File: src/shared/csc_defines.svh
// constants of the clock source controller
`ifndef CSC_DEFINES_SVH
`define CSC_DEFINES_SVH

// task strobe positions
`define CSC_TASK_XTAL_START 0
`define CSC_TASK_XTAL_STOP 1
`define CSC_TASK_SLOW_START 2
`define CSC_TASK_SLOW_STOP 3
`define CSC_TASK_CAL 4
`define CSC_TASK_CT_START 5
`define CSC_TASK_CT_STOP 6
`define CSC_NUM_TASKS 7

// event flag positions
`define CSC_EV_XTAL_STARTED 0
`define CSC_EV_SLOW_STARTED 1
`define CSC_EV_CAL_DONE 2
`define CSC_EV_CT_TIMEOUT 3
`define CSC_NUM_EVENTS 4

// slow source field codes
`define CSC_SRC_RC 2'h0
`define CSC_SRC_XTAL 2'h1
`define CSC_SRC_SYNTH 2'h2

// fast branch positions
`define CSC_BR_CPU_64M 0
`define CSC_BR_PER_1M 1
`define CSC_BR_PER_16M 2
`define CSC_BR_PER_32M 3
`define CSC_NUM_BRANCHES 4

// calibration length in slow clock periods, timer width
`define CSC_CAL_SLOW_PERIODS 16
`define CSC_CT_WIDTH 7

`endif

File: src/shared/csc_pkg.sv
// types of the clock source controller
package csc_pkg;

	typedef enum logic [1:0] {
		CSC_XT_OFF = 2'h0,
		CSC_XT_STARTING = 2'h1,
		CSC_XT_RUNNING = 2'h3
	} csc_xtal_state_t;

	typedef enum logic [1:0] {
		CSC_SL_OFF = 2'h0,
		CSC_SL_STARTING = 2'h1,
		CSC_SL_RUNNING = 2'h3
	} csc_slow_state_t;

endpackage : csc_pkg

File: src/rtl/csc_sync.sv
// two flip-flop synchroniser for one level
`timescale 1ns/1ps
module csc_sync (
	input wire logic ref_clk_i,
	input wire logic rst_n_i,
	input wire logic async_i,
	output logic sync_o
);
	logic meta_r;

	always_ff @(posedge ref_clk_i or negedge rst_n_i) begin
		if (!rst_n_i) begin
			meta_r <= 1'b0;
			sync_o <= 1'b0;
		end else begin
			meta_r <= async_i;
			sync_o <= meta_r;
		end
	end
endmodule : csc_sync

File: src/rtl/csc_clock_ctrl.sv
// clock source controller: fast branches, slow source, calibration and timer
//
// What this block does
// (RULE_01) requested fast branches are supplied automatically
// (RULE_02) no requests puts fast controller asleep
// (RULE_03) fast clocks only in ON, internal starts
// (RULE_04) internal oscillator serves until crystal started
// (RULE_05) crystal start and stop tasks
// (RULE_06) crystal started event once stable
// (RULE_07) software starts crystal before radio or calibration
// (RULE_08) software selects source before slow start
// (RULE_09) crystal source runs from RC until ready
// (RULE_10) slow started event after startup
// (RULE_11) source select not written while running
// (RULE_12) slow stop only after running state
// (RULE_13) OFF mode holds slow domain off
// (RULE_14) calibrate task calibrates RC using fast clock
// (RULE_15) calibration done event when finished
// (RULE_16) RC not stopped during calibration
// (RULE_17) timer counts down, times out, stops
// (RULE_18) one calibration task per slow period
// (RULE_19) source codes RC, crystal, synth
// (RULE_20) external and bypass combinations for crystal
// (RULE_21) synth source keeps fast clock requested
// (RULE_22) task triggers on writing one
// (RULE_23) sticky events drive interrupt when enabled
`include "csc_defines.svh"
`timescale 1ns/1ps
module csc_clock_ctrl import csc_pkg::*; #(
	parameter int CT_WIDTH = `CSC_CT_WIDTH,
	parameter int CAL_SLOW_PERIODS = `CSC_CAL_SLOW_PERIODS
) (
	input wire logic ref_clk_i,
	input wire logic rst_n_i,
	input wire logic system_on_i,
	input wire logic [`CSC_NUM_BRANCHES-1:0] branch_req_i,
	input wire logic [`CSC_NUM_TASKS-1:0] task_wr_i,
	input wire logic [31:0] task_wdata_i,
	input wire logic [1:0] slow_source_select_i,
	input wire logic slow_external_i,
	input wire logic slow_bypass_i,
	input wire logic [CT_WIDTH-1:0] cal_timer_interval_i,
	input wire logic [`CSC_NUM_EVENTS-1:0] event_clr_i,
	input wire logic [`CSC_NUM_EVENTS-1:0] int_enable_i,
	input wire logic fast_xtal_stable_i,
	input wire logic slow_rc_ready_i,
	input wire logic slow_xtal_ready_i,
	input wire logic slow_clock_i,
	output logic [`CSC_NUM_BRANCHES-1:0] branch_en_o,
	output logic fast_active_o,
	output logic fast_internal_osc_en_o,
	output logic fast_crystal_osc_en_o,
	output logic fast_src_xtal_o,
	output logic slow_rc_osc_en_o,
	output logic slow_crystal_osc_en_o,
	output logic slow_synth_en_o,
	output logic [1:0] slow_src_active_o,
	output logic [1:0] slow_src_copy_o,
	output logic slow_xtal_external_o,
	output logic slow_xtal_bypass_o,
	output logic slow_running_o,
	output logic cal_busy_o,
	output logic cal_timer_running_o,
	output logic [`CSC_NUM_EVENTS-1:0] events_o,
	output logic irq_o
);
	// (RULE_22) a task fires only when bit 0 of the written value is one
	function automatic logic task_hit(input logic [`CSC_NUM_TASKS-1:0] wr,
		input logic [31:0] data, input int idx);
		task_hit = wr[idx] & data[0];
	endfunction : task_hit

	csc_xtal_state_t xt_state_r;
	csc_slow_state_t sl_state_r;
	logic xtal_stable_s;
	logic rc_ready_s;
	logic lxtal_ready_s;
	logic slow_clk_s;
	logic slow_clk_d_r;
	logic slow_tick;
	logic on_d_r;
	logic on_entry;
	logic [1:0] src_r;
	logic ext_r;
	logic byp_r;
	logic on_xtal_r;
	logic cal_r;
	logic [7:0] cal_cnt_r;
	logic ct_run_r;
	logic [CT_WIDTH-1:0] ct_cnt_r;
	logic [`CSC_NUM_EVENTS-1:0] ev_set;
	logic [`CSC_NUM_EVENTS-1:0] ev_r;
	logic fast_need;
	logic t_xstart;
	logic t_xstop;
	logic t_sstart;
	logic t_sstop;
	logic t_cal;
	logic t_cal_timer_start_task;
	logic t_cal_timer_stop_task;

	csc_sync u_sync_xtal (.ref_clk_i(ref_clk_i), .rst_n_i(rst_n_i),
		.async_i(fast_xtal_stable_i), .sync_o(xtal_stable_s));
	csc_sync u_sync_rc (.ref_clk_i(ref_clk_i), .rst_n_i(rst_n_i),
		.async_i(slow_rc_ready_i), .sync_o(rc_ready_s));
	csc_sync u_sync_lx (.ref_clk_i(ref_clk_i), .rst_n_i(rst_n_i),
		.async_i(slow_xtal_ready_i), .sync_o(lxtal_ready_s));
	csc_sync u_sync_sclk (.ref_clk_i(ref_clk_i), .rst_n_i(rst_n_i),
		.async_i(slow_clock_i), .sync_o(slow_clk_s));

	assign t_xstart = task_hit(task_wr_i, task_wdata_i, `CSC_TASK_XTAL_START);
	assign t_xstop = task_hit(task_wr_i, task_wdata_i, `CSC_TASK_XTAL_STOP);
	assign t_sstart = task_hit(task_wr_i, task_wdata_i, `CSC_TASK_SLOW_START);
	assign t_sstop = task_hit(task_wr_i, task_wdata_i, `CSC_TASK_SLOW_STOP);
	assign t_cal = task_hit(task_wr_i, task_wdata_i, `CSC_TASK_CAL);
	assign t_cal_timer_start_task = task_hit(task_wr_i, task_wdata_i, `CSC_TASK_CT_START);
	assign t_cal_timer_stop_task = task_hit(task_wr_i, task_wdata_i, `CSC_TASK_CT_STOP);

	// slow clock rising edge, seen after the synchroniser
	always_ff @(posedge ref_clk_i or negedge rst_n_i) begin
		if (!rst_n_i) begin
			slow_clk_d_r <= 1'b0;
			on_d_r <= 1'b0;
		end else begin
			slow_clk_d_r <= slow_clk_s;
			on_d_r <= system_on_i;
		end
	end
	assign slow_tick = slow_clk_s & ~slow_clk_d_r & (sl_state_r != CSC_SL_OFF);
	assign on_entry = system_on_i & ~on_d_r;

	// (RULE_05) crystal started and stopped by its tasks
	always_ff @(posedge ref_clk_i or negedge rst_n_i) begin
		if (!rst_n_i) begin
			xt_state_r <= CSC_XT_OFF;
		end else if (!system_on_i || t_xstop) begin
			xt_state_r <= CSC_XT_OFF;
		end else begin
			case (xt_state_r)
				CSC_XT_OFF: begin
					if (t_xstart) begin
						xt_state_r <= CSC_XT_STARTING;
					end
				end
				CSC_XT_STARTING: begin
					if (xtal_stable_s) begin
						xt_state_r <= CSC_XT_RUNNING;
					end
				end
				CSC_XT_RUNNING: begin
					xt_state_r <= CSC_XT_RUNNING;
				end
				default: begin
					xt_state_r <= CSC_XT_OFF;
				end
			endcase
		end
	end

	// (RULE_21) synth source and calibration hold the fast clock up
	assign fast_need = (|branch_req_i) | cal_r |
		((sl_state_r != CSC_SL_OFF) && (src_r == `CSC_SRC_SYNTH));

	// fast branch outputs
	always_ff @(posedge ref_clk_i or negedge rst_n_i) begin
		if (!rst_n_i) begin
			branch_en_o <= '0;
			fast_active_o <= 1'b0;
			fast_internal_osc_en_o <= 1'b0;
			fast_crystal_osc_en_o <= 1'b0;
			fast_src_xtal_o <= 1'b0;
		end else begin
			// (RULE_01) each requested branch enabled in ON mode
			branch_en_o <= system_on_i ? branch_req_i : '0;
			// (RULE_02) nothing requested means power saving
			fast_active_o <= system_on_i & fast_need;
			// (RULE_03) internal oscillator starts on ON entry
			// (RULE_04) internal oscillator serves until crystal runs
			fast_internal_osc_en_o <= system_on_i & (on_entry | fast_need) &
				(xt_state_r != CSC_XT_RUNNING);
			fast_crystal_osc_en_o <= system_on_i & (xt_state_r != CSC_XT_OFF) & ~t_xstop;
			fast_src_xtal_o <= system_on_i & (xt_state_r == CSC_XT_RUNNING) & ~t_xstop;
		end
	end

	// (RULE_13) slow controller held off outside ON mode
	always_ff @(posedge ref_clk_i or negedge rst_n_i) begin
		if (!rst_n_i) begin
			sl_state_r <= CSC_SL_OFF;
			on_xtal_r <= 1'b0;
		end else if (!system_on_i) begin
			sl_state_r <= CSC_SL_OFF;
			on_xtal_r <= 1'b0;
		end else begin
			case (sl_state_r)
				CSC_SL_OFF: begin
					if (t_sstart) begin
						sl_state_r <= CSC_SL_STARTING;
					end
					on_xtal_r <= 1'b0;
				end
				CSC_SL_STARTING: begin
					// (RULE_09) RC carries the clock until crystal is ready
					if (src_r == `CSC_SRC_XTAL && lxtal_ready_s) begin
						sl_state_r <= CSC_SL_RUNNING;
						on_xtal_r <= 1'b1;
					end else if (src_r == `CSC_SRC_RC && rc_ready_s) begin
						sl_state_r <= CSC_SL_RUNNING;
					end else if (src_r == `CSC_SRC_SYNTH && xt_state_r != CSC_XT_OFF) begin
						sl_state_r <= CSC_SL_RUNNING;
					end else if (src_r == `CSC_SRC_SYNTH && fast_internal_osc_en_o) begin
						sl_state_r <= CSC_SL_RUNNING;
					end
				end
				CSC_SL_RUNNING: begin
					// (RULE_12) stop accepted only in the running state
					if (t_sstop) begin
						sl_state_r <= CSC_SL_OFF;
						on_xtal_r <= 1'b0;
					end
				end
				default: begin
					sl_state_r <= CSC_SL_OFF;
				end
			endcase
		end
	end

	// source copy taken at start, illegal combinations cleaned
	always_ff @(posedge ref_clk_i or negedge rst_n_i) begin
		if (!rst_n_i) begin
			src_r <= `CSC_SRC_RC;
			ext_r <= 1'b0;
			byp_r <= 1'b0;
		end else if (t_sstart && sl_state_r == CSC_SL_OFF) begin
			// (RULE_19) codes 0 and 2 force external and bypass clear
			if (slow_source_select_i == `CSC_SRC_XTAL) begin
				src_r <= `CSC_SRC_XTAL;
				ext_r <= slow_external_i;
				// (RULE_20) bypass only honoured with external set
				byp_r <= slow_external_i & slow_bypass_i;
			end else begin
				src_r <= (slow_source_select_i == `CSC_SRC_SYNTH) ? `CSC_SRC_SYNTH
					: `CSC_SRC_RC;
				ext_r <= 1'b0;
				byp_r <= 1'b0;
			end
		end
	end

	// slow source enables
	always_ff @(posedge ref_clk_i or negedge rst_n_i) begin
		if (!rst_n_i) begin
			slow_rc_osc_en_o <= 1'b0;
			slow_crystal_osc_en_o <= 1'b0;
			slow_synth_en_o <= 1'b0;
			slow_src_active_o <= `CSC_SRC_RC;
			slow_src_copy_o <= `CSC_SRC_RC;
			slow_xtal_external_o <= 1'b0;
			slow_xtal_bypass_o <= 1'b0;
			slow_running_o <= 1'b0;
		end else begin
			// (RULE_09) RC enabled for RC source and crystal start-up
			slow_rc_osc_en_o <= (sl_state_r != CSC_SL_OFF) & (src_r != `CSC_SRC_SYNTH) &
				~on_xtal_r;
			slow_crystal_osc_en_o <= (sl_state_r != CSC_SL_OFF) & (src_r == `CSC_SRC_XTAL);
			slow_synth_en_o <= (sl_state_r != CSC_SL_OFF) & (src_r == `CSC_SRC_SYNTH);
			slow_src_active_o <= on_xtal_r ? `CSC_SRC_XTAL
				: ((src_r == `CSC_SRC_SYNTH) ? `CSC_SRC_SYNTH : `CSC_SRC_RC);
			slow_src_copy_o <= src_r;
			slow_xtal_external_o <= ext_r & (src_r == `CSC_SRC_XTAL);
			slow_xtal_bypass_o <= byp_r & (src_r == `CSC_SRC_XTAL);
			slow_running_o <= (sl_state_r == CSC_SL_RUNNING);
		end
	end

	// (RULE_14) calibration of a running RC source
	always_ff @(posedge ref_clk_i or negedge rst_n_i) begin
		if (!rst_n_i) begin
			cal_r <= 1'b0;
			cal_cnt_r <= 8'h00;
		end else if (sl_state_r != CSC_SL_RUNNING) begin
			cal_r <= 1'b0;
			cal_cnt_r <= 8'h00;
		end else if (!cal_r) begin
			if (t_cal && src_r == `CSC_SRC_RC) begin
				cal_r <= 1'b1;
				cal_cnt_r <= 8'(CAL_SLOW_PERIODS);
			end
		end else if (slow_tick) begin
			cal_cnt_r <= cal_cnt_r - 8'h01;
			if (cal_cnt_r == 8'h01) begin
				cal_r <= 1'b0;
			end
		end
	end

	// (RULE_17) count down from interval, stop at zero
	always_ff @(posedge ref_clk_i or negedge rst_n_i) begin
		if (!rst_n_i) begin
			ct_run_r <= 1'b0;
			ct_cnt_r <= '0;
		end else if (t_cal_timer_start_task) begin
			ct_run_r <= 1'b1;
			ct_cnt_r <= cal_timer_interval_i;
		end else if (t_cal_timer_stop_task || sl_state_r == CSC_SL_OFF) begin
			ct_run_r <= 1'b0;
		end else if (ct_run_r && slow_tick) begin
			if (ct_cnt_r <= CT_WIDTH'(1)) begin
				ct_cnt_r <= '0;
				ct_run_r <= 1'b0;
			end else begin
				ct_cnt_r <= ct_cnt_r - CT_WIDTH'(1);
			end
		end
	end

	// event sources
	always_comb begin
		ev_set = '0;
		// (RULE_06) crystal started once stable
		ev_set[`CSC_EV_XTAL_STARTED] = (xt_state_r == CSC_XT_STARTING) & xtal_stable_s &
			system_on_i & ~t_xstop;
		// (RULE_10) slow start-up complete
		ev_set[`CSC_EV_SLOW_STARTED] = (sl_state_r == CSC_SL_STARTING) & system_on_i &
			(((src_r == `CSC_SRC_XTAL) & lxtal_ready_s) |
			((src_r == `CSC_SRC_RC) & rc_ready_s) |
			((src_r == `CSC_SRC_SYNTH) & ((xt_state_r != CSC_XT_OFF) | fast_internal_osc_en_o)));
		// (RULE_15) calibration finished
		ev_set[`CSC_EV_CAL_DONE] = cal_r & slow_tick & (cal_cnt_r == 8'h01) &
			(sl_state_r == CSC_SL_RUNNING);
		ev_set[`CSC_EV_CT_TIMEOUT] = ct_run_r & slow_tick & (ct_cnt_r <= CT_WIDTH'(1)) &
			~t_cal_timer_start_task & ~t_cal_timer_stop_task & (sl_state_r != CSC_SL_OFF);
	end

	// (RULE_23) sticky flags, set wins over clear, gated interrupt
	always_ff @(posedge ref_clk_i or negedge rst_n_i) begin
		if (!rst_n_i) begin
			ev_r <= '0;
			events_o <= '0;
			irq_o <= 1'b0;
		end else begin
			ev_r <= (ev_r & ~event_clr_i) | ev_set;
			events_o <= (ev_r & ~event_clr_i) | ev_set;
			irq_o <= |(((ev_r & ~event_clr_i) | ev_set) & int_enable_i);
		end
	end

	// status outputs
	always_ff @(posedge ref_clk_i or negedge rst_n_i) begin
		if (!rst_n_i) begin
			cal_busy_o <= 1'b0;
			cal_timer_running_o <= 1'b0;
		end else begin
			cal_busy_o <= cal_r;
			cal_timer_running_o <= ct_run_r;
		end
	end
endmodule : csc_clock_ctrl

File: config.mk
export PLATFORM = sky130hd
export DESIGN_NAME = csc_clock_ctrl
export DESIGN_NICKNAME = d
export VERILOG_FILES = /design/src/shared/csc_pkg.sv /design/src/rtl/csc_sync.sv /design/src/rtl/csc_clock_ctrl.sv
export VERILOG_INCLUDE_DIRS = /design/src /design/src/shared
export SDC_FILE = /design/constraint.sdc
export NUM_CORES = 1
export LEC_CHECK = 0
export BUFFER_PORTS_ARGS = -buffer_cell sky130_fd_sc_hd__buf_2
export CAP_MARGIN = 20
export CORE_UTILIZATION = 45
export DETAILED_ROUTE_END_ITERATION = 10
export PLACE_DENSITY = 0.74
export SETUP_SLACK_MARGIN = 0.5
export SYNTH_ARGS = -nofsm -noshare
export SYNTH_HDL_FRONTEND = slang
export SYNTH_SLANG_ARGS = --single-unit
File: constraint.sdc
create_clock -name ref_clk_i -period 4.75 [get_ports ref_clk_i]
set_clock_uncertainty 0.15 [all_clocks]
set_input_delay 0.2375 -clock ref_clk_i [delete_from_list [all_inputs] [get_ports ref_clk_i]]
set_output_delay 0.2375 -clock ref_clk_i [all_outputs]
set_load 0.02 [all_outputs]
==> reports/results.txt <==
reg2reg start -> ct_cnt_r[3]
max_slew headroom -> 50.5%
CP startpoint kind -> register
total clock buffers created by CTS -> 9
RSZ-0062 raised after global routing -> false
critical path launch point -> ct_cnt_r[3]
Layout area overhead -> 29.6%
status -> complete, no violations
number of synthesized flops with an enable pin -> 0
total number of vias -> 2055
Req. time, crit path -> 4840 ps
Crit Path Category -> reg2reg
Root Buffer -> clkbuf_8
NumNets Final -> 396
reg2reg end -> irq_o
Area after DPL -> 2960 um^2
TritonCTS clock tree -> built
final std cells w/o fill -> 400
Worst Setup End Kind -> register
Die Width -> 77.5 um
Leak Pwr -> 1.63 nW
Max rail drop VDD -> 0.180 mV
crit path max-delay cell type -> dfrtp_1
Crit Path Max Fanout -> 7
share of cells above drive strength 1 -> 26.5%
YS warnings -> 0
CTS sink cnt -> 61
commonest cells after routing, fill and taps aside -> buf_2, dfrtp_1, nand2_1, nor2_1
Worst R2R Path Depth -> 4
CTS Buffer Depth -> 2
Mapped Area -> 2560 um^2
fillers -> 454
Routed Wire Length -> 5280 um
Worst-Skew Late Latency -> 330 ps
# Max-Cap Violations -> 0
total die area -> 6010 um^2
first-pass GRT wire length -> 9000 um
Seq/Total Area, Yosys -> 59.5%
vias in the first global route -> 1958
setup violators final -> 0
fin crit share -> 40.6%
I/O pin count -> 94
most common cell after layout, fill and taps aside -> buf_2
min cycle time layout -> 1930 ps
Syn Nets -> 310
Reg clk slew, reported paths -> 70 ps
Syn Area/Cell -> 10.8 um^2
largest net degree at the start of global routing -> 62
Post CTS Setup Buffer Count -> 0
CP arrival -> 2020 ps
worst slew pin tran -> 743 ps
CP max stage delay -> 430 ps
Unique masters post-synth -> 50
Vias/cell -> 5.14
internal reg-to-reg setup slack -> 2820 ps
1st-iter DRT viols -> 133
Initial Util -> 46.6%
Antenna Cells -> 0
Sum Neg Setup Slack -> 0 ps
hpwl dp -> 3660 um
Final GP Congestion -> 0.882
Initial DRT Pass Iterations -> 4
initial antenna violation count -> 0
H-tree Lvls -> 3
Peak Freq -> 519 MHz
DRC Markers -> 0
Post-DRT Antenna Nets -> 0
min-delay worst type -> in2reg
Post-synth ARST share -> 100%
WHS -> 24.8 ps
# resized after CTS -> 0
top-area cell type share of the netlist area -> 59.5%
Final Hold Viols -> 0
dpl cells -> 369
Die Y -> 77.5 um
global-route usage over all layers -> 19.7%
most frequent CP cell -> o2111ai_1
final non-filler cell area -> 3320 um^2
HP Start -> int_enable_i[2]
Top FF cell, synth -> dfrtp_1
Worst Hold Endpoint -> irq_o
core area -> 5510 um^2
Site Rows -> 27
WHS Path Cells -> 3
routed len/inst -> 13.2 um
PortBufs -> 62
GRT overflow -> 0
Synth area leaders -> dfrtp_1, nand2_1, nor2_1
PD cells -> 366 nW/um^2
area leader, netlist -> dfrtp_1
worst-path cell chain -> nor3_1 -> o2111ai_1 -> nand3b_1 -> o2111ai_1
Slew Viols, Final -> 0
flops & latches, synth -> 61
post-synthesis cell count -> 237
==> registers in the layout, indices dropped and copies added (netlist names), 2 cells and up <==
signal             flops
branch_en_o            4
cal_cnt_r              8
ct_cnt_r               7
ev_r                   4
sl_state_r             2
slow_src_active_o      2
slow_src_copy_o        2
src_r                  2
xt_state_r             2
==> synthesized netlist by cell type (4+ instances only) <==
library cell,count
dfrtp_1,61
nand2_1,22
nor2_1,22
inv_1,15
o21ai_0,10
a31oi_1,9
nand3_1,9
nor3_1,8
a21oi_1,7
and2_1,7
nor2b_1,6
nand3b_1,5
ha_1,4
nand2b_1,4
xnor2_1,4
==> repair_timing <==
| item | 4_1_cts | 5_1_grt |
|---|---|---|
| endpoints found under the hold margin | 75 | 0 |
| setup endpoints to repair | 0 | 0 |
| hold buffers | 15 | 0 |
==> report_power, final <==
part / internal [mW] / switching [mW] / leakage, nW
logic: 0.0619 / 0.0865 / 0.729
clock network: 0.295 / 0.193 / 0.110
registers: 0.554 / 0.0250 / 0.789
total: 0.911 / 0.304 / 1.63
==> worst max-delay path: cells and delay by family (launching register included) <==
| family | cells | cell delay, ps |
|---|---|---|
| simple gates | 2 | 660 |
| compound gates | 2 | 610 |
| flops | 1 | 430 |
==> kinds of logic after synthesis <==
group           synth area share (%)
compound gates                  12.2
xor+xnor                        1.71
fa+ha+maj                       1.95
buf+inv                         2.73
flops                           59.5
mux                            0.829
simple gates                    21.1
==> how the worst max path moves through the flow <==
stage	end	slack (ps)	cells past startpoint
after floorplan	cal_cnt_r[4]	3010	6
after global placement	irq_o	2910	4
after detailed placement	irq_o	2880	4
after CTS	irq_o	2870	4
after global routing	irq_o	2720	4
final	irq_o	2820	4
==> layout make-up <==
cell class,count,area [um^2],share of cell area [%]
inverters,15,56.3,1.69
flip-flops and latches,61,1530,45.9
well taps,72,90.1,2.71
clock inverters,6,87.6,2.63
multi-input cells,158,968,29.1
repair buffers,78,468,14.1
clock buffers,10,128,3.84
==> metrics by stage <==
step                worst slack, ps  util, %  power (mW)
floorplan                      3010        -       0.665
global placement               2910     53.7       0.723
detailed placement             2880     53.7       0.727
CTS                            2870     60.4        1.23
global route                   2720     60.4        1.27
finish                         2820     60.4        1.22
==> metal layers <==
metal	track usage, %	up-vias	share of wire [%]
met1	25.3	975	46
met5	0	-	0
met4	8.49	0	1.3
met2	31.6	68	47
li1	-	1005	-
met3	4.94	7	5.4
Note: power is estimated with default switching activity, not from simulation.
